File: src/hw/pmc_pkg.sv
package pmc_pkg;
    // slow timebase tick rate and derived interval counts
    localparam int TICK_HZ = 1000;                 // 1 ms tick
    localparam int CLK_HZ = 250000000;
    localparam int TICK_DIV = CLK_HZ / TICK_HZ;    // clocks per tick
    localparam int QUIET_MS = 1;                   // longest, rounds down
    localparam int QUIET_TICKS = (QUIET_MS * TICK_HZ) / 1000;
    localparam int REC_SC_S = 2;
    localparam int REC_SC_TICKS = REC_SC_S * TICK_HZ;
    localparam int SAMPLE_MS = 2;
    localparam int SAMPLE_TICKS = (SAMPLE_MS * TICK_HZ) / 1000;
    localparam int HOST_UP_MS = 5;
    localparam int HOST_UP_TICKS = (HOST_UP_MS * TICK_HZ) / 1000;
    localparam int DGL_SC_TICKS = 1;               // plain default
    localparam int DGL_CUT_TICKS = 1;              // plain default
    localparam int WAKE1_MIN_MS = 80;
    localparam int WAKE1_MAX_MS = 1000;
    localparam int TMR_W = 12;
    // cell level code: 2 % steps from 60 % to 100 %
    localparam int LVL_W = 5;
    localparam logic [LVL_W-1:0] LVL_RST = 5'h00;

    typedef enum logic [2:0] {
        PMC_ACTIVE  = 3'b000,
        PMC_QUIET   = 3'b001,
        PMC_SHIP    = 3'b010,
        PMC_WAKING  = 3'b011,
        PMC_HIGH_Z  = 3'b100,
        PMC_SAMPLE  = 3'b101
    } pmc_state_e;
endpackage : pmc_pkg

File: src/hw/pmc_tick.sv
`timescale 1ns/1ps
// divides the fast clock into a one-cycle slow tick
module pmc_tick
    import pmc_pkg::*;
#(
    parameter int DIV = TICK_DIV
) (
    input wire logic CLK,
    input wire logic RSTN,
    output logic TICK
);
    logic [31:0] cnt_r;

    // free-running divider
    always_ff @(posedge CLK or negedge RSTN) begin
        if (!RSTN) begin
            cnt_r <= 32'h0;
            TICK <= 1'b0;
        end else begin
            TICK <= (cnt_r == 32'(DIV - 1));
            cnt_r <= (cnt_r == 32'(DIV - 1)) ? 32'h0 : cnt_r + 32'h1;
        end
    end
endmodule : pmc_tick

File: src/hw/pmc_timer.sv
`timescale 1ns/1ps
// tick counter that restarts whenever its condition drops
module pmc_timer
    import pmc_pkg::*;
(
    input wire logic CLK,
    input wire logic RSTN,
    input wire logic TICK,
    input wire logic RUN,
    input wire logic [TMR_W-1:0] LIMIT,
    output logic DONE
);
    logic [TMR_W-1:0] cnt_r;

    // count ticks while run holds, clear otherwise
    always_ff @(posedge CLK or negedge RSTN) begin
        if (!RSTN) begin
            cnt_r <= '0;
        end else if (!RUN) begin
            cnt_r <= '0;
        end else if (TICK && cnt_r < LIMIT) begin
            cnt_r <= cnt_r + 1'b1;
        end
    end

    assign DONE = RUN && (cnt_r >= LIMIT);
endmodule : pmc_timer

File: src/hw/pmc_ctrl.sv
`timescale 1ns/1ps
module pmc_ctrl
    import pmc_pkg::*;
#(
    parameter int REC_TICKS = REC_SC_TICKS,
    parameter int DIV = TICK_DIV
) (
    input wire logic CLK,
    input wire logic RSTN,
    input wire logic INPUT_VALID,
    input wire logic INPUT_ABOVE_SLEEP,
    input wire logic CHARGE_DISABLE_N,
    input wire logic PUSHBUTTON_N,
    input wire logic BUTTON_ACTION_SELECT,
    input wire logic LONG_PRESS_DONE,
    input wire logic [TMR_W-1:0] WAKE1_MS,
    input wire logic SHIP_REQUEST_SET,
    input wire logic SHIP_REQUEST_CLR,
    input wire logic HIGH_Z_REQUEST_SET,
    input wire logic CHARGE_INHIBIT,
    input wire logic AUX_BUS_ENABLE,
    input wire logic AUX_OUTPUT_CONTROL,
    input wire logic CELL_ABOVE_CUTOFF,
    input wire logic CELL_ABOVE_RELEASE,
    input wire logic CELL_ABOVE_MIN_CUTOFF,
    input wire logic CELL_ABOVE_MAX_CUTOFF,
    input wire logic SHORT_LIMIT,
    input wire logic RAIL_IN_LEVEL,
    input wire logic CELL_SAMPLE_TRIGGER,
    input wire logic [LVL_W-1:0] CELL_LEVEL_IN,
    output logic SHIP_REQUEST_BIT,
    output logic SHIP_MODE,
    output logic HIGH_Z_MODE,
    output logic MID_PULLDOWN,
    output logic DISCHARGE_FET_ON,
    output logic SUPPLEMENT_FET_ON,
    output logic RAIL_ENABLE,
    output logic CHARGE_ENABLE,
    output logic AUX_SWITCH_OUTPUT,
    output logic SERIAL_ENABLE,
    output logic HOST_IF_READY,
    output logic SAMPLE_BUSY,
    output logic [LVL_W-1:0] CELL_LEVEL_FIELD
);
    pmc_state_e state_r;
    logic tick;
    logic ship_req_r;
    logic ship_armed_r;
    logic aux_latched_r;
    logic serial_off_r;
    logic cd_prev_r;
    logic fet_r;
    logic rail_r;
    logic in_short_rec_r;
    logic sample_auto_r;
    logic [LVL_W-1:0] level_r;
    logic entry_cond;
    logic quiet_done;
    logic wake_done;
    logic dgl_done;
    logic sc_done;
    logic rec_done;
    logic smp_done;
    logic host_done;
    logic long_press_ship;
    logic wake_btn_r;
    logic cd_toggle;

    pmc_tick #(.DIV(DIV)) u_tick (.CLK(CLK), .RSTN(RSTN), .TICK(tick));

    // entry conditions, input must be below lockout
    assign entry_cond = !INPUT_VALID && CHARGE_DISABLE_N && PUSHBUTTON_N;
    // long press only counts with action select 0
    assign long_press_ship = LONG_PRESS_DONE && !BUTTON_ACTION_SELECT;
    assign cd_toggle = CHARGE_DISABLE_N != cd_prev_r;

    // quiet interval, restarted if a condition changes
    pmc_timer u_quiet (.CLK(CLK), .RSTN(RSTN), .TICK(tick),
        .RUN(state_r == PMC_QUIET && entry_cond),
        .LIMIT(TMR_W'(QUIET_TICKS)), .DONE(quiet_done));
    // wake1 hold, counted while button stays low
    pmc_timer u_wake (.CLK(CLK), .RSTN(RSTN), .TICK(tick),
        .RUN(!PUSHBUTTON_N), .LIMIT(WAKE1_MS), .DONE(wake_done));
    pmc_timer u_dgl (.CLK(CLK), .RSTN(RSTN), .TICK(tick),
        .RUN(CELL_ABOVE_CUTOFF && fet_r),
        .LIMIT(TMR_W'(DGL_CUT_TICKS)), .DONE(dgl_done));
    pmc_timer u_sc (.CLK(CLK), .RSTN(RSTN), .TICK(tick),
        .RUN(SHORT_LIMIT && fet_r && !in_short_rec_r),
        .LIMIT(TMR_W'(DGL_SC_TICKS)), .DONE(sc_done));
    pmc_timer u_rec (.CLK(CLK), .RSTN(RSTN), .TICK(tick), .RUN(in_short_rec_r),
        .LIMIT(TMR_W'(REC_TICKS)), .DONE(rec_done));
    pmc_timer u_smp (.CLK(CLK), .RSTN(RSTN), .TICK(tick), .RUN(state_r == PMC_SAMPLE),
        .LIMIT(TMR_W'(SAMPLE_TICKS)), .DONE(smp_done));
    // host interface ready after rail in level
    pmc_timer u_host (.CLK(CLK), .RSTN(RSTN), .TICK(tick),
        .RUN(RAIL_IN_LEVEL && rail_r),
        .LIMIT(TMR_W'(HOST_UP_TICKS)), .DONE(host_done));

    // ship request bit: set wins over clear, clear request only while input valid, ship state clears it too
    always_ff @(posedge CLK or negedge RSTN) begin
        if (!RSTN) begin
            ship_req_r <= 1'b0;
        end else if (SHIP_REQUEST_SET) begin
            ship_req_r <= 1'b1;
        end else if (SHIP_REQUEST_CLR && INPUT_VALID) begin
            ship_req_r <= 1'b0;
        end else if (state_r == PMC_SHIP) begin
            ship_req_r <= 1'b0;
        end
    end

    // adapter during held button right after long press arms ship
    always_ff @(posedge CLK or negedge RSTN) begin
        if (!RSTN) begin
            ship_armed_r <= 1'b0;
            wake_btn_r <= 1'b0;
        end else begin
            wake_btn_r <= wake_done;
            if (INPUT_VALID && LONG_PRESS_DONE && !PUSHBUTTON_N && !wake_btn_r
                && !BUTTON_ACTION_SELECT) begin
                ship_armed_r <= 1'b1;
            end else if (state_r == PMC_SHIP) begin
                ship_armed_r <= 1'b0;
            end
        end
    end

    // main mode sequencer
    always_ff @(posedge CLK or negedge RSTN) begin
        if (!RSTN) begin
            state_r <= PMC_ACTIVE;
            sample_auto_r <= 1'b0;
        end else begin
            unique case (state_r)
                PMC_ACTIVE: begin
                    // ship request sources; refused with input present
                    if (entry_cond && (ship_req_r || ship_armed_r || long_press_ship)) begin
                        state_r <= PMC_QUIET;
                    // automatic sample before high-z; pin low or high-z bit
                    end else if (!INPUT_VALID && (!CHARGE_DISABLE_N || HIGH_Z_REQUEST_SET)) begin
                        state_r <= PMC_SAMPLE;
                        sample_auto_r <= 1'b1;
                    end else if (CELL_SAMPLE_TRIGGER) begin
                        state_r <= PMC_SAMPLE;
                        sample_auto_r <= 1'b0;
                    end
                end
                PMC_QUIET: begin
                    if (!entry_cond) begin
                        state_r <= PMC_ACTIVE;
                    end else if (quiet_done) begin
                        state_r <= PMC_SHIP;
                    end
                end
                PMC_SHIP: begin
                    // adapter wake; button needs cell above top cutoff
                    if (INPUT_ABOVE_SLEEP) begin
                        state_r <= PMC_ACTIVE;
                    end else if (!PUSHBUTTON_N && CELL_ABOVE_MAX_CUTOFF) begin
                        state_r <= PMC_WAKING;
                    end
                end
                PMC_WAKING: begin
                    // exit completes only after wake1 hold, else back
                    if (wake_done) begin
                        state_r <= PMC_ACTIVE;
                    end else if (PUSHBUTTON_N) begin
                        state_r <= PMC_SHIP;
                    end
                end
                PMC_SAMPLE: begin
                    if (smp_done) begin
                        state_r <= sample_auto_r ? PMC_HIGH_Z : PMC_ACTIVE;
                    end
                end
                PMC_HIGH_Z: begin
                    // pin toggle or valid input leaves high-z
                    if (INPUT_VALID || cd_toggle) begin
                        state_r <= PMC_ACTIVE;
                    end
                end
                default: state_r <= PMC_ACTIVE;
            endcase
        end
    end

    // sampled cell level latched at end of sample window
    always_ff @(posedge CLK or negedge RSTN) begin
        if (!RSTN) begin
            level_r <= LVL_RST;
        end else if (state_r == PMC_SAMPLE && smp_done) begin
            level_r <= CELL_LEVEL_IN;
        end
    end

    // remember bus enable of the aux output at high-z entry
    always_ff @(posedge CLK or negedge RSTN) begin
        if (!RSTN) begin
            aux_latched_r <= 1'b0;
        end else if (state_r != PMC_HIGH_Z) begin
            aux_latched_r <= AUX_BUS_ENABLE;
        end
    end

    // serial bus off after high-z bit with cell only, until pin toggles
    always_ff @(posedge CLK or negedge RSTN) begin
        if (!RSTN) begin
            serial_off_r <= 1'b0;
            cd_prev_r <= 1'b0; // matches the pin's pull-down idle level
        end else begin
            cd_prev_r <= CHARGE_DISABLE_N;
            if (HIGH_Z_REQUEST_SET && !INPUT_VALID) begin
                serial_off_r <= 1'b1;
            end else if (cd_toggle) begin
                serial_off_r <= 1'b0;
            end
        end
    end

    always_ff @(posedge CLK or negedge RSTN) begin
        if (!RSTN) begin
            in_short_rec_r <= 1'b0;
        end else if (sc_done) begin
            in_short_rec_r <= 1'b1;
        end else if (rec_done) begin
            in_short_rec_r <= 1'b0;
        end
    end

    // discharge FET with cutoff hysteresis; held off in ship
    always_ff @(posedge CLK or negedge RSTN) begin
        if (!RSTN) begin
            fet_r <= 1'b0;
        end else if (state_r == PMC_SHIP || state_r == PMC_QUIET || in_short_rec_r
                     || sc_done) begin
            fet_r <= 1'b0;
        // valid input: supplement path above minimum cutoff
        end else if (INPUT_VALID) begin
            fet_r <= CELL_ABOVE_MIN_CUTOFF;
        end else if (!CELL_ABOVE_CUTOFF) begin
            fet_r <= 1'b0;
        // cell above release turns the FET on, or above cutoff while waking
        end else if (CELL_ABOVE_RELEASE || !fet_r) begin
            fet_r <= CELL_ABOVE_RELEASE || (state_r == PMC_WAKING);
        end
    end

    // rail starts after cutoff deglitch; kept up in high-z
    always_ff @(posedge CLK or negedge RSTN) begin
        if (!RSTN) begin
            rail_r <= 1'b0;
        end else if (state_r == PMC_SHIP || state_r == PMC_QUIET) begin
            rail_r <= 1'b0;
        end else if (INPUT_VALID || dgl_done) begin
            rail_r <= 1'b1;
        end else if (!fet_r) begin
            rail_r <= 1'b0;
        end
    end

    // ship mode outputs and mid pull-down
    assign SHIP_MODE = state_r == PMC_SHIP || state_r == PMC_WAKING;
    assign MID_PULLDOWN = state_r == PMC_SHIP;
    assign HIGH_Z_MODE = state_r == PMC_HIGH_Z;
    assign SHIP_REQUEST_BIT = ship_req_r;
    // masked in ship so a dropped wake attempt cannot leak one cycle
    assign DISCHARGE_FET_ON = (fet_r && state_r != PMC_SHIP) || state_r == PMC_WAKING;
    assign SUPPLEMENT_FET_ON = fet_r && INPUT_VALID;
    assign RAIL_ENABLE = rail_r;
    // charge gating by pin and inhibit bit
    assign CHARGE_ENABLE = INPUT_VALID && !CHARGE_DISABLE_N && !CHARGE_INHIBIT
                           && state_r == PMC_ACTIVE;
    // aux switch in high-z follows control or earlier bus enable
    assign AUX_SWITCH_OUTPUT = HIGH_Z_MODE ? (AUX_OUTPUT_CONTROL || aux_latched_r)
                                           : AUX_BUS_ENABLE;
    // bus available only after exit completes, outside quiet, and not while the high-z bit holds it off
    assign SERIAL_ENABLE = !serial_off_r && !SHIP_MODE && state_r != PMC_QUIET;
    assign HOST_IF_READY = host_done;
    assign SAMPLE_BUSY = state_r == PMC_SAMPLE;
    assign CELL_LEVEL_FIELD = level_r;
endmodule : pmc_ctrl

File: config.mk
export PLATFORM = sky130hd
export DESIGN_NAME = pmc_ctrl
export DESIGN_NICKNAME = d
export VERILOG_FILES = /design/src/hw/pmc_pkg.sv /design/src/hw/pmc_tick.sv /design/src/hw/pmc_timer.sv /design/src/hw/pmc_ctrl.sv
export SDC_FILE = /design/constraint.sdc
export NUM_CORES = 1
export LEC_CHECK = 0
export ABC_AREA = 1
export BUFFER_PORTS_ARGS = -buffer_cell sky130_fd_sc_hd__buf_2
export CAP_MARGIN = 20
export CORE_MARGIN = 1.5
export CORE_UTILIZATION = 55
export CTS_CLUSTER_SIZE = 12
export DETAILED_ROUTE_END_ITERATION = 6
export PLACE_DENSITY_LB_ADDON = 0.12
export SYNTH_ARGS = -nofsm -noshare
export SYNTH_HDL_FRONTEND = slang
export SYNTH_SLANG_ARGS = --single-unit
File: constraint.sdc
create_clock -name CLK -period 2.5 [get_ports CLK]
set_input_delay 0 -clock CLK [delete_from_list [all_inputs] [get_ports CLK]]
set_output_delay 0 -clock CLK [all_outputs]
set_load 0.005 [all_outputs]
==> results.txt, run 1 <==
- Placeable Area: 12520 sq um
- For this run, the total global-route usage over all layers was measured as 0.2375.
- At the worst endpoint, the arrival time is 2.54 ns.
- In this run the cell area of the synthesized design comes to between 6000 and 7000 sq um.
- Counting cells, the worst reg-to-reg path comes to 8.
- TritonCTS built the clock tree.
* Number of top-level pins: between 50 and 60
- Yosys cell types: 40
- For this design the static power due to leakage is 4.028 nW.
- In the final routed layout, each cell accounts on average for 13.06 microns.
* Worst slew margin relative to its limit: 0.5884
- At the pin with the least slew margin, the transition time is 0.6089 ns.
* Antenna violations before repair: 1
- Setup violations remaining at the end of the flow were counted as 0.
- Share of Yosys cell area claimed by the top area cell type: 0.4833
* Clock Sink Count: 135
- Max-cap violations: 0
- CTS built an H-tree with a depth of 4.
* Routed WL: between 10000 and 15000 microns
- Root cell of the clock tree: sky130_fd_sc_hd__clkbuf_16
- Setup TNS after final layout: 0 ns
* Synth warnings: 0
- Counting every net in the synthesized netlist gives 928.
- After clock tree synthesis, the clock-pin slew on the worst setup and hold paths is roughly 0.060 ns.
- DRC marker count from the first detailed-route iteration: 451
* Critical Path RT: 2.86 ns
- Most frequent cells in the layout: sky130_fd_sc_hd__inv_1 (159), sky130_fd_sc_hd__nand2_1 (154), sky130_fd_sc_hd__dfrtp_1 (135)
* Leading cell types by total area after synthesis: sky130_fd_sc_hd__dfrtp_1 (48%), sky130_fd_sc_hd__inv_1 (8.5%), sky130_fd_sc_hd__nand2_1 (8.3%)
- Dividing total power by cell area gives a power density of 650.8 nW/um^2.
* Clock latency of the later-clocked register in the worst-skew pair: 0.42 ns
- Setup repair after global routing missed its margin: no
* FMAX: 457.8 MHz
- By startpoint and endpoint, the worst setup path is classified as flop to flop.
- Number of register bits inferred by synthesis: 135
- Sequential element share of the synthesized area: 0.4833
- Counting I/O delays and the setup requirement, the final critical path takes around 2.2 ns.
- Register cell area after layout: 3378 sq um
* Number of hold violations in the final report: 0
- The library cell used most frequently in the layout, excluding fill and tap cells, is sky130_fd_sc_hd__inv_1.
- Vias in the first global route: 5494
- Post-cts gate resize count: 0
- Number of filler instances in the final layout: 1068
* Signed area change from the synthesized netlist to the final layout: 18.51%
* Count of input and output buffers: 54
- Worst Clk Skew: 0.007178 ns
* Reg2reg end: fet_r
- Post-Synthesis Cells: 860
* Pre-CTS worst setup slack: between 0.3 and 0.4 ns
- Share of post-route cells with drive strength above 1: 0.1081
- sky130_fd_sc_hd__dfrtp_1 takes more of the synthesized area than any other cell.
- Chip Height: 115.7 microns
* Crit Path Max Fanout: 3
* Number of nets at the end of the flow: 1018
- Num CTS Buffers: 17
- X dimension of the die: 115.7 microns
- Cell Rows: 41
- A synthesized cell averages 8.128 sq um.
- The run finished with clean final reports.
* Full die area: 13400 sq um
- The worst register-to-register path has a setup slack of 0.32 ns.
- Area of combinational cells with multiple inputs: 2964 sq um
* Per-cell via count in the routed design: 5.073
* Total congestion overflow after global routing: 0
* Placed wire-length estimate: 10590 microns
* 1st-pass router iterations: 5
- Global-route wire length before repair: 24370 microns
- Once detail routing completed, the nets flagged for antenna violations numbered 0.
- Sort of element at the end of the critical path: flop
- Startpoint Class: flop
* Fin. max-slew vios: 0
- The worst register-to-register path begins at u_sc.cnt_r[0].
- Of the available clock period, the critical path in the final layout requires 0.8738.
- For this run, design rule violations remaining after detail routing come to 0.
* Final worst slack: 0.3156 ns
- Routability congestion estimate from global placement: between 0.8 and 0.9
- The clock passes through at most 2 buffers.
- Across all layers, the routed design uses 5758 vias.
- The initial utilization of the core area, before any placement, comes to 0.5585.
* Max IR drop VDD: 0.4814 mV
- Worst hold margin: 0.06197 ns
* Kind of path behind the tightest hold check: input pin to async pin
- Largest net degree at the start of global routing: 72
## cell usage after synthesis
master                     count
sky130_fd_sc_hd__inv_1       159
sky130_fd_sc_hd__nand2_1     154
sky130_fd_sc_hd__dfrtp_1     135
sky130_fd_sc_hd__nor2_1      121
sky130_fd_sc_hd__nand3_1      49
sky130_fd_sc_hd__o21ai_0      34
sky130_fd_sc_hd__ha_1         30
sky130_fd_sc_hd__xor2_1       30
sky130_fd_sc_hd__nor3_1       27
sky130_fd_sc_hd__nand4_1      24
sky130_fd_sc_hd__a21oi_1      22
sky130_fd_sc_hd__nor4_1       12
sky130_fd_sc_hd__buf_2         8
sky130_fd_sc_hd__o31ai_1       7
sky130_fd_sc_hd__nand2_2       5
sky130_fd_sc_hd__nor3b_1       4
sky130_fd_sc_hd__or2_2         4
sky130_fd_sc_hd__xnor2_1       4
sky130_fd_sc_hd__nand3b_1      3
sky130_fd_sc_hd__nor2_2        3
sky130_fd_sc_hd__nor2_4        3
sky130_fd_sc_hd__a21o_1        2
sky130_fd_sc_hd__o22ai_1       2
sky130_fd_sc_hd__o41ai_1       2
sky130_fd_sc_hd__a211oi_1      1
sky130_fd_sc_hd__a21boi_0      1
sky130_fd_sc_hd__a22o_1        1
sky130_fd_sc_hd__a31o_2        1
sky130_fd_sc_hd__and2_2        1
sky130_fd_sc_hd__and3_1        1
sky130_fd_sc_hd__clkbuf_1      1
sky130_fd_sc_hd__clkinv_1      1
sky130_fd_sc_hd__inv_2         1
sky130_fd_sc_hd__mux2_2        1
sky130_fd_sc_hd__nand3_2       1
sky130_fd_sc_hd__nor3b_4       1
sky130_fd_sc_hd__nor4b_1       1
sky130_fd_sc_hd__o21a_1        1
sky130_fd_sc_hd__o21ai_1       1
sky130_fd_sc_hd__or3_1         1
## report_power, final
part,internal (mW),total (mW),leakage [nW],switching (mW)
clock network,1.58,2.47,0.277,0.887
logic,0.230,0.617,1.93,0.387
registers,2.25,2.30,1.82,0.0493
total,4.07,5.39,4.03,1.32
## registers in the layout (all words and copies together) (netlist names), 3 cells and up
| name | flops |
|---|---|
| u_tick.cnt_r | 32 |
| u_dgl.cnt_r | 12 |
| u_host.cnt_r | 12 |
| u_quiet.cnt_r | 12 |
| u_rec.cnt_r | 12 |
| u_sc.cnt_r | 12 |
| u_smp.cnt_r | 12 |
| u_wake.cnt_r | 12 |
| CELL_LEVEL_FIELD | 5 |
| state_r | 3 |
## metal layers
| metal | vias to the layer above | GRT usage | part of all wire |
|---|---|---|---|
| met5 | - | 0 | 0 |
| met4 | 0 | 0.09024 | 0.019 |
| met3 | 27 | 0.06485 | 0.051 |
| met2 | 148 | 0.4016 | 0.48 |
| met1 | 2683 | 0.2922 | 0.45 |
| li1 | 2900 | - | - |
## worst max-delay path, stage by stage, from the launching register on
cell                            delay, ns
sky130_fd_sc_hd__dfrtp_1             0.40
sky130_fd_sc_hd__inv_1               0.10
sky130_fd_sc_hd__ha_1                0.15
sky130_fd_sc_hd__nand4_1             0.11
sky130_fd_sc_hd__nor4_1              0.35
sky130_fd_sc_hd__nand2_1             0.10
sky130_fd_sc_hd__nand2_1             0.14
sky130_fd_sc_hd__nor3b_1             0.21
sky130_fd_sc_hd__dlygate4sd3_1       0.57
## through the flow
step	instances	cell area [sq um]	utilization	total power, mW
final	1135	8284	0.6618	5.391
after global routing	1135	8284	0.6618	5.617
after CTS	1134	8282	0.6616	5.438
after detailed placement	1080	7470	0.5968	2.914
after global placement	1080	7470	0.5968	2.896
after floorplan	860	6990	-	2.667
## cell families (layout without fill, tap and decap cells)
kind of cell,count (synthesis),in the layout,share of synthesized area
adder cells (fa/ha/maj),30,30,0.05370
other,0,1,0
multiplexers,1,1,0.001611
AO/OA/AOI/OAI,75,75,0.06050
buffers and inverters,170,272,0.09271
flip-flops,135,135,0.4833
XOR/XNOR,34,34,0.04260
AND/OR/NAND/NOR,415,415,0.2656
## how the worst max path moves through the flow
stage                                  to  cells past startpoint       startpoint  slack, ns
after floorplan           u_wake.cnt_r[9]                     11  u_wake.cnt_r[7]       0.75
after global placement    u_wake.cnt_r[4]                     11  u_wake.cnt_r[7]       0.50
after detailed placement  u_wake.cnt_r[7]                     11  u_wake.cnt_r[7]       0.39
after CTS                           fet_r                      8    u_sc.cnt_r[0]       0.32
after global routing      u_wake.cnt_r[7]                     11  u_wake.cnt_r[7]       0.11
final                               fet_r                      8    u_sc.cnt_r[0]       0.32
## final cells by class
type | count | area share
flip-flops and latches | 135 | 0.4078
multi-input cells | 555 | 0.3578
inverters | 161 | 0.07295
repair buffers | 80 | 0.06494
clock buffers | 23 | 0.05528
well taps | 172 | 0.02598
clock inverters | 8 | 0.01495
diodes | 1 | 0.0003021
## timing repair
action                                 in CTS  in global routing
hold buffers                               23                  0
buffers inserted                            0                  0
endpoints found under the hold margin     132                  0
Note: power is estimated with default switching activity, not from simulation.
==> inputs of run 2 (changes only) <==
--- a/config.mk
+++ b/config.mk
@@ -8,7 +8,6 @@
 export ABC_AREA = 1
 export BUFFER_PORTS_ARGS = -buffer_cell sky130_fd_sc_hd__buf_2
 export CAP_MARGIN = 20
-export CORE_MARGIN = 1.5
 export CORE_UTILIZATION = 55
 export CTS_CLUSTER_SIZE = 12
 export DETAILED_ROUTE_END_ITERATION = 6
==> run 2 against run 1 <==
Net effect:
- register-to-register slack got worse by 0.09 ns
- sequential power hardly changed
- via count up 0.26%
- critical path depth unchanged
- flip-flop and latch count stayed put
- hold slack worse by 0.022 ns
- combinational power is 2% lower
- die area decreased by 1.7%
- largest cell class unchanged
- largest power group unchanged
==> results.txt, run 2 (synthesized netlist as in run 1, its figures left out) <==
- From synthesis to final layout, the design area changed by 18.95%.
* Worst hold path endpoint: u_dgl.cnt_r[4]
* Transition time at the pin with the least slew margin: 0.6525 ns (+0.04360 ns)
- The H-tree depth reported by CTS came to 4 (unchanged).
- The total of buffers placed on input and output ports is 54 (unchanged).
* Reg-to-Reg Start: u_sc.cnt_r[1]
* Global-route wire length before repair: 25780 microns (+5.8%)
* Most common cell after layout, fill and taps aside: sky130_fd_sc_hd__inv_1
* Total congestion overflow after global routing: 0 (unchanged)
* Routability congestion estimate from global placement: 0.8793 (-1.5%)
* Total design power: 5.535 mW (+2.7%)
* Setup slack of the most critical reg-to-reg path: 0.23 ns (-0.09 ns)
- The mean number of vias per cell was 5.109 (+0.70%).
- The setup clock skew after layout was 0.005329 ns (-0.001849 ns).
* Number of nets at the end of the flow: 1017 (-0.098%)
- Antenna violations before repair: 0 (-1)
- Number of vias in the routed layout: 5773 (+0.26%)
* Start point of the worst hold path: CELL_ABOVE_CUTOFF
- Final setup violation count: 0 (unchanged)
* Post-cts gate resize count: 0 (unchanged)
- The run finished with clean final reports.
- WHS Path Cells: 3
- Leakage dissipation: 4.045 nW (+0.42%)
* Number of top-level pins: 55 (unchanged)
- STA classifies the critical path endpoint as a flop.
* Placeable Area: 12210 sq um (-2.4%)
- The diode insertion count for antenna repair is 0 (-1).
- The critical path required time was 2.86 ns (about the same).
- Clock Sink Count: 135 (unchanged)
- Crit path DAT: 2.63 ns (+0.09 ns)
- The number of flip-flops in the largest register was 32 (unchanged).
- Number of filler instances in the final layout: 1029 (-3.7%)
- The final routed wirelength across all metal layers is 14920 microns (+0.67%).
- Largest net degree at the start of global routing: 64 (-11%)
- The number of buffers created by CTS is 17 (unchanged).
- The average detailed-routed wire length per instance came to 13.20 microns (+1.1%).
- Crit Path Category: flop to flop
- Starting density of the core: 0.5724 (+0.01396)
* Placed wire-length estimate: 10900 microns (+2.9%)
- The buffer depth of the longest clock path was 2 (unchanged).
- The highest achievable clock rate came to 440.4 MHz (-3.8%).
- The minimum clock period after layout came to 2.271 ns (+0.08634 ns).
- Max IR drop VDD: 0.5401 mV (+12%)
* Clock tree from TritonCTS: built
* Setup repair after global routing missed its margin: no
* DRC marker count from the first detailed-route iteration: 365 (-19%)
- Total routing usage reported by global routing: 0.2524 (+0.01489)
- Startpoint Class: flop
- Kind of path behind the tightest hold check: input pin to flop
* Setup TNS after final layout: 0 ns (unchanged)
- The total count of max-transition violations in the final report was 0 (unchanged).
* Number of hold violations in the final report: 0 (unchanged)
- Clock slew seen by the registers of the worst setup and hold paths: 0.06 ns (about the same)
- The y dimension of the die came to 114.7 microns (-0.86%).
- The cell count of the worst reg-to-reg path is 8 (unchanged).
* Share of post-route cells with drive strength above 1: 0.1133 (+0.005198)
* Vias in the first global route: 5732 (+4.3%)
- The number of placement rows came to 40 (-2.4%).
- X dimension of the die: 114.7 microns (-0.86%)
- Reg2reg end: fet_r
* Register name with the most flops: u_tick.cnt_r
* Max-cap violations: 0 (unchanged)
- Most frequent cells in the layout: sky130_fd_sc_hd__inv_1 (159), sky130_fd_sc_hd__nand2_1 (154), sky130_fd_sc_hd__dfrtp_1 (135)
- The DRC violations left was 0 (unchanged).
* Crit Path Max Fanout: 3 (unchanged)
* P per Cell Area: 665.6 nW/um^2 (+2.3%)
* Worst slew margin relative to its limit: 0.5610 (-0.02736)
* Clock latency of the later-clocked register in the worst-skew pair: 0.42 ns (about the same)
* Full die area: 13170 sq um (-1.7%)
- Clock tree synthesis selected as its root buffer the cell sky130_fd_sc_hd__clkbuf_16.
- The number of routed nets with antenna violations is 0 (unchanged).
- The number of buffers inserted to repair setup after CTS is 0 (unchanged).
* Final critical-path share of the clock period: 0.9083 (+0.03454)
- The total iterations of the first detailed-routing run is 5 (unchanged).
==> run 2: changes by cell type in the layout (fill, tap and decap cells not counted) <==
cell / delta
sky130_fd_sc_hd__diode_2: -1
sky130_fd_sc_hd__clkbuf_8: +1
sky130_fd_sc_hd__clkbuf_1: -4
sky130_fd_sc_hd__clkinv_2: +1
sky130_fd_sc_hd__clkinvlp_4: +2
sky130_fd_sc_hd__clkinv_4: -1
sky130_fd_sc_hd__dlygate4sd3_1: -1
sky130_fd_sc_hd__bufinv_16: +1
sky130_fd_sc_hd__inv_6: +1
==> run 2: metrics by stage <==
| step | cell area [sq um] | setup slack [ns] | std cells | utilization | hold slack, ns |
|---|---|---|---|---|---|
| floorplan | 6990 | 0.7489 | 860 | - | -0.2956 |
| global placement | 7465 | 0.4858 | 1076 | 0.6113 | 0.005888 |
| detailed placement | 7465 | 0.4442 | 1076 | 0.6113 | 0.009941 |
| CTS | 8315 | 0.3087 | 1130 | 0.6809 | 0.02654 |
| global route | 8315 | 0.1013 | 1130 | 0.6809 | 0.06156 |
| finish | 8315 | 0.2292 | 1130 | 0.6809 | 0.03951 |
==> run 2: metal layers <==
metal  vias up  global-route usage  share of wire
li1       2896                   -              -
met1      2735              0.3191           0.45
met2       115              0.4271           0.49
met3        27             0.05535          0.041
met4         0             0.09524          0.016
met5         -                   0              0
==> run 2: worst max path at each step <==
stage                     slack, ns                to  cells past startpoint             from
after global routing           0.10             fet_r                      8    u_sc.cnt_r[0]
after detailed placement       0.44  u_wake.cnt_r[11]                     11  u_wake.cnt_r[7]
after CTS                      0.31             fet_r                      8    u_sc.cnt_r[1]
final                          0.23             fet_r                      8    u_sc.cnt_r[1]
after global placement         0.49   u_wake.cnt_r[4]                     11  u_wake.cnt_r[7]
after floorplan                0.75   u_wake.cnt_r[9]                     11  u_wake.cnt_r[7]
==> run 2: cell type report <==
| type | instances | area, sq um | area share |
|---|---|---|---|
| Sequential cell | 135 | 3378 | 0.4063 |
| Multi-Input combinational cell | 555 | 2964 | 0.3565 |
| Inverter | 161 | 604.3 | 0.07268 |
| Timing Repair Buffer | 79 | 528.0 | 0.06350 |
| Clock buffer | 20 | 456.7 | 0.05492 |
| Tap cell | 168 | 210.2 | 0.02528 |
| Clock inverter | 12 | 173.9 | 0.02091 |
==> run 2: power breakdown <==
group	internal (mW)	switching [mW]	total, mW
sequential	2.25	0.0530	2.31
combinational	0.228	0.379	0.607
clock	1.72	0.906	2.62
total	4.20	1.34	5.53
==> run 2: worst max-delay path: stages (launching register included) <==
cell and delay [ns]:
sky130_fd_sc_hd__dfrtp_1 0.39, sky130_fd_sc_hd__inv_1 0.12, sky130_fd_sc_hd__ha_1 0.17, sky130_fd_sc_hd__nand4_1 0.13, sky130_fd_sc_hd__nor4_1 0.38, sky130_fd_sc_hd__nand2_1 0.09, sky130_fd_sc_hd__nand2_1 0.15, sky130_fd_sc_hd__nor3b_1 0.22
sky130_fd_sc_hd__dlygate4sd3_1 0.57
==> run 2: repair_timing <==
action / 4_1_cts / 5_1_grt
setup endpoints to repair: 0 / 0
hold endpoints to repair: 64 / 0
hold buffers: 22 / 0
==> inputs of run 3 (changes only) <==
--- a/config.mk
+++ b/config.mk
@@ -8,7 +8,7 @@
 export ABC_AREA = 1
 export BUFFER_PORTS_ARGS = -buffer_cell sky130_fd_sc_hd__buf_2
 export CAP_MARGIN = 20
-export CORE_UTILIZATION = 55
+export CORE_UTILIZATION = 45
 export CTS_CLUSTER_SIZE = 12
 export DETAILED_ROUTE_END_ITERATION = 6
 export PLACE_DENSITY_LB_ADDON = 0.12
==> run 3 against run 2 <==
Net effect:
- count of clock-buffer cells in the layout grew 4
- critical path depth grew 1
- flip-flop and latch count is the same
- setup slack lost 0.10 ns
- utilization shrank 13 points
- clock skew grew 0.013 ns
==> results.txt, run 3 (synthesized netlist as in run 1, its figures left out) <==
- Result of the run: complete, no violations
* Starting density of the core: 0.4598 (-0.1126)
- The number of buffers created by CTS was 17 (unchanged).
- The via count of the first global-routing pass was 5346 (-6.7%).
- Combinational cell fraction of total power: 0.116 (+0.006)
- Critical Path RT: 2.85 ns (about the same)
- The sequential power share is 0.434 (+0.017).
- Antenna violations before repair: 0 (unchanged)
- The startpoint identified for the worst hold timing path is LONG_PRESS_DONE.
- Share of total power consumed by net switching: 0.2517 (+0.009991)
* Met2 usage: 0.3136 (-0.1135)
- More flip-flops sit in one register than any other, and that register is u_tick.cnt_r.
* Post CTS Setup Buffer Count: 0 (unchanged)
- Most frequent cells in the layout: sky130_fd_sc_hd__inv_1 (158), sky130_fd_sc_hd__nand2_1 (153), sky130_fd_sc_hd__dfrtp_1 (135)
- Area of combinational cells with multiple inputs: 2969 sq um (+0.17%)
- Bufs on Longest Clock Path: 2 (unchanged)
- Chip Height: 126.6 microns (+10%)
- The worst-case setup margin in the final layout came to 0.1277 ns (-0.1015 ns).
- The cell sitting at the root of the clock tree is a sky130_fd_sc_hd__clkbuf_16.
- Setup repair after global routing left no endpoint under its margin.
* Placeable Area: 15200 sq um (+24%)
* Number of filler instances in the final layout: 1427 (+39%)
- The worst hold path terminates at sample_auto_r.
* Final critical-path share of the clock period: 0.9489 (+0.04060)
- Worst slew margin relative to its limit: 0.5885 (+0.02749)
- The horizontal extent of the die is 126.6 microns (+10%).
- Cell Rows: 45 (+13%)
- WHS Path Cells: 6 (+3)
* Number of non-filler instances in the completed layout: 1154 (+2.1%)
- Routability congestion estimate from global placement: 0.8139 (-7.4%)
- The tightest hold margin is 0.1156 ns (+0.07605 ns).
- Global-route wire length before repair: 25140 microns (-2.5%)
- The cell area after layout came to 8310 sq um (about the same).
- The final routed wirelength across all metal layers was 14500 microns (-2.8%).
- The total setup violations reported at the end of the flow came to 0 (unchanged).
- Global routing usage on met3: 0.05019 (-0.005161)
* Startpoint Class: flop
* Count of input and output buffers: 54 (unchanged)
* Signed area change from the synthesized netlist to the final layout: 18.88% (about the same)
- The pre-CTS worst setup slack was 0.3804 ns (-0.06381 ns).
- STA classifies the critical path endpoint as a flop.
* P per Cell Area: 639.0 nW/um^2 (-4.0%)
* Setup slack of the most critical reg-to-reg path: 0.13 ns (-0.10 ns)
- The biggest fanout along the worst timing path is 5 (+2).
- In this run the critical register-to-register path is captured at fet_r.
- Per-cell via count in the routed design: 4.827 (-5.5%)
- Clock Sink Count: 135 (unchanged)
* Max IR drop VDD: 0.4632 mV (-14%)
- Crit path DAT: 2.72 ns (+0.09 ns)
- Count of antenna diodes in the layout: 0 (unchanged)
* Psw: 1.337 mW (about the same)
- Number of top-level pins: 55 (unchanged)
- Full die area: 16040 sq um (+22%)
* Max-cap violations: 0 (unchanged)
- The summed negative setup slack over all endpoints is 0 ns (unchanged).
- The HPWL reported at the end of detailed placement is 10490 microns (-3.8%).
- Total congestion overflow after global routing: 0 (unchanged)
- Number of nets at the end of the flow: 1021 (+0.39%)
* Register cell area after layout: 3378 sq um (unchanged)
- The maximum number of pins on one net before global-route repair is 65 (+1.6%).
- DRC Markers: 0 (unchanged)
- Number of vias in the routed layout: 5570 (-3.5%)
- The number of routed nets with antenna violations is 0 (unchanged).
- The met1 track utilization from global routing was 0.2707 (-0.04842).
- TritonCTS built the clock tree.
- Transition time at the pin with the least slew margin: 0.6116 ns (-0.04086 ns)
- Part of the power in the clock network: 0.449 (-0.025)
- Total routing usage reported by global routing: 0.1993 (-0.05308)
* Number of hold violations in the final report: 0 (unchanged)
- The setup clock skew after layout was 0.01880 ns (+0.01347 ns).
- The layout cell share with drive strength beyond 1 was 0.1180 (+0.004707).
- Final worst path period need: 2.372 ns (+0.1015 ns)
* Post-placement cell area: 7503 sq um (+0.52%)
* Cell count after placement: 1099 (+2.1%)
* Clock slew seen by the registers of the worst setup and hold paths: 0.05 ns (about the same)
* Reg-to-Reg Start: state_r[2]
* Crit Path Category: flop to flop
* FMAX: 421.5 MHz (-4.3%)
* Depth of the worst register-to-register path: 9 (+1)
* Leakage dissipation: 4.045 nW (about the same)
- The internal portion of total power was 3.974 mW (-5.3%).
* DRC marker count from the first detailed-route iteration: 341 (-6.6%)
- Clock latency of the later-clocked register in the worst-skew pair: 0.42 ns (about the same)
- 1st-pass router iterations: 5 (unchanged)
* Kind of path behind the tightest hold check: input pin to flop
- The H-tree depth reported by CTS came to 4 (unchanged).
* Fin. max-slew vios: 0 (unchanged)
- The average detailed-routed wire length per instance came to 12.56 microns (-4.8%).
- Number of flip-flops under the largest register name: 32 (unchanged)
* Most common cell after layout, fill and taps aside: sky130_fd_sc_hd__inv_1
- met2 is the most crowded layer.
## run 3: cell count changes in the layout (fill, tap and decap cells not counted), sizes merged
cell	delta
inv	-1
dlygate4sd3	+1
bufinv	-3
clkinvlp	-2
clkinv	+2
clkbuf	+4
buf	+3
## run 3: metal layers
metal | up-vias | wire (microns)
li1 | 2913 | -
met1 | 2568 | 7211
met2 | 79 | 6733
met3 | 10 | 428
met4 | 0 | 126
met5 | - | 0
## run 3: worst max-delay path: stages, from the launching register on
cell	delay, ns
sky130_fd_sc_hd__dfrtp_1	0.44
sky130_fd_sc_hd__inv_2	0.12
sky130_fd_sc_hd__nand2_2	0.10
sky130_fd_sc_hd__nor2_2	0.13
sky130_fd_sc_hd__inv_1	0.09
sky130_fd_sc_hd__nand2_1	0.06
sky130_fd_sc_hd__a21oi_1	0.06
sky130_fd_sc_hd__dlygate4sd3_1	0.56
sky130_fd_sc_hd__nor3b_1	0.19
sky130_fd_sc_hd__dlygate4sd3_1	0.57
## run 3: stage by stage
stage / total power, mW / utilization
6_report: 5.311 / 0.5467
5_1_grt: 5.558 / 0.5467
4_1_cts: 5.364 / 0.5463
3_5_place_dp: 2.912 / 0.4936
3_3_place_gp: 2.913 / 0.4936
2_1_floorplan: 2.667 / -
## run 3: cell type report
cell class	instances	share of cell area
tap	188	0.02830
clock buffer	24	0.06037
multi-input combinational	555	0.3573
inverter	161	0.07272
timing repair buffer	83	0.06640
sequential	135	0.4065
clock inverter	8	0.008431
## run 3: how the worst max path moves through the flow
| stage | from | to |
|---|---|---|
| final | state_r[2] | fet_r |
| after global routing | state_r[2] | fet_r |
| after CTS | state_r[2] | fet_r |
| after detailed placement | u_wake.cnt_r[7] | u_wake.cnt_r[9] |
| after global placement | u_wake.cnt_r[7] | u_wake.cnt_r[9] |
| after floorplan | u_wake.cnt_r[7] | u_wake.cnt_r[9] |
## run 3: power groups by stage
stage	registers [mW]	clock network [mW]	logic (mW)
CTS	2.30	2.45	0.615
global placement	2.34	0	0.572
global route	2.31	2.54	0.707
detailed placement	2.34	0	0.573
floorplan	2.33	0	0.341
finish	2.31	2.39	0.618
## run 3: timing repair
item	in CTS	in global routing
setup endpoints to repair	0	1
hold buffers	23	0
hold endpoints to repair	91	0
gates resized for setup	0	3
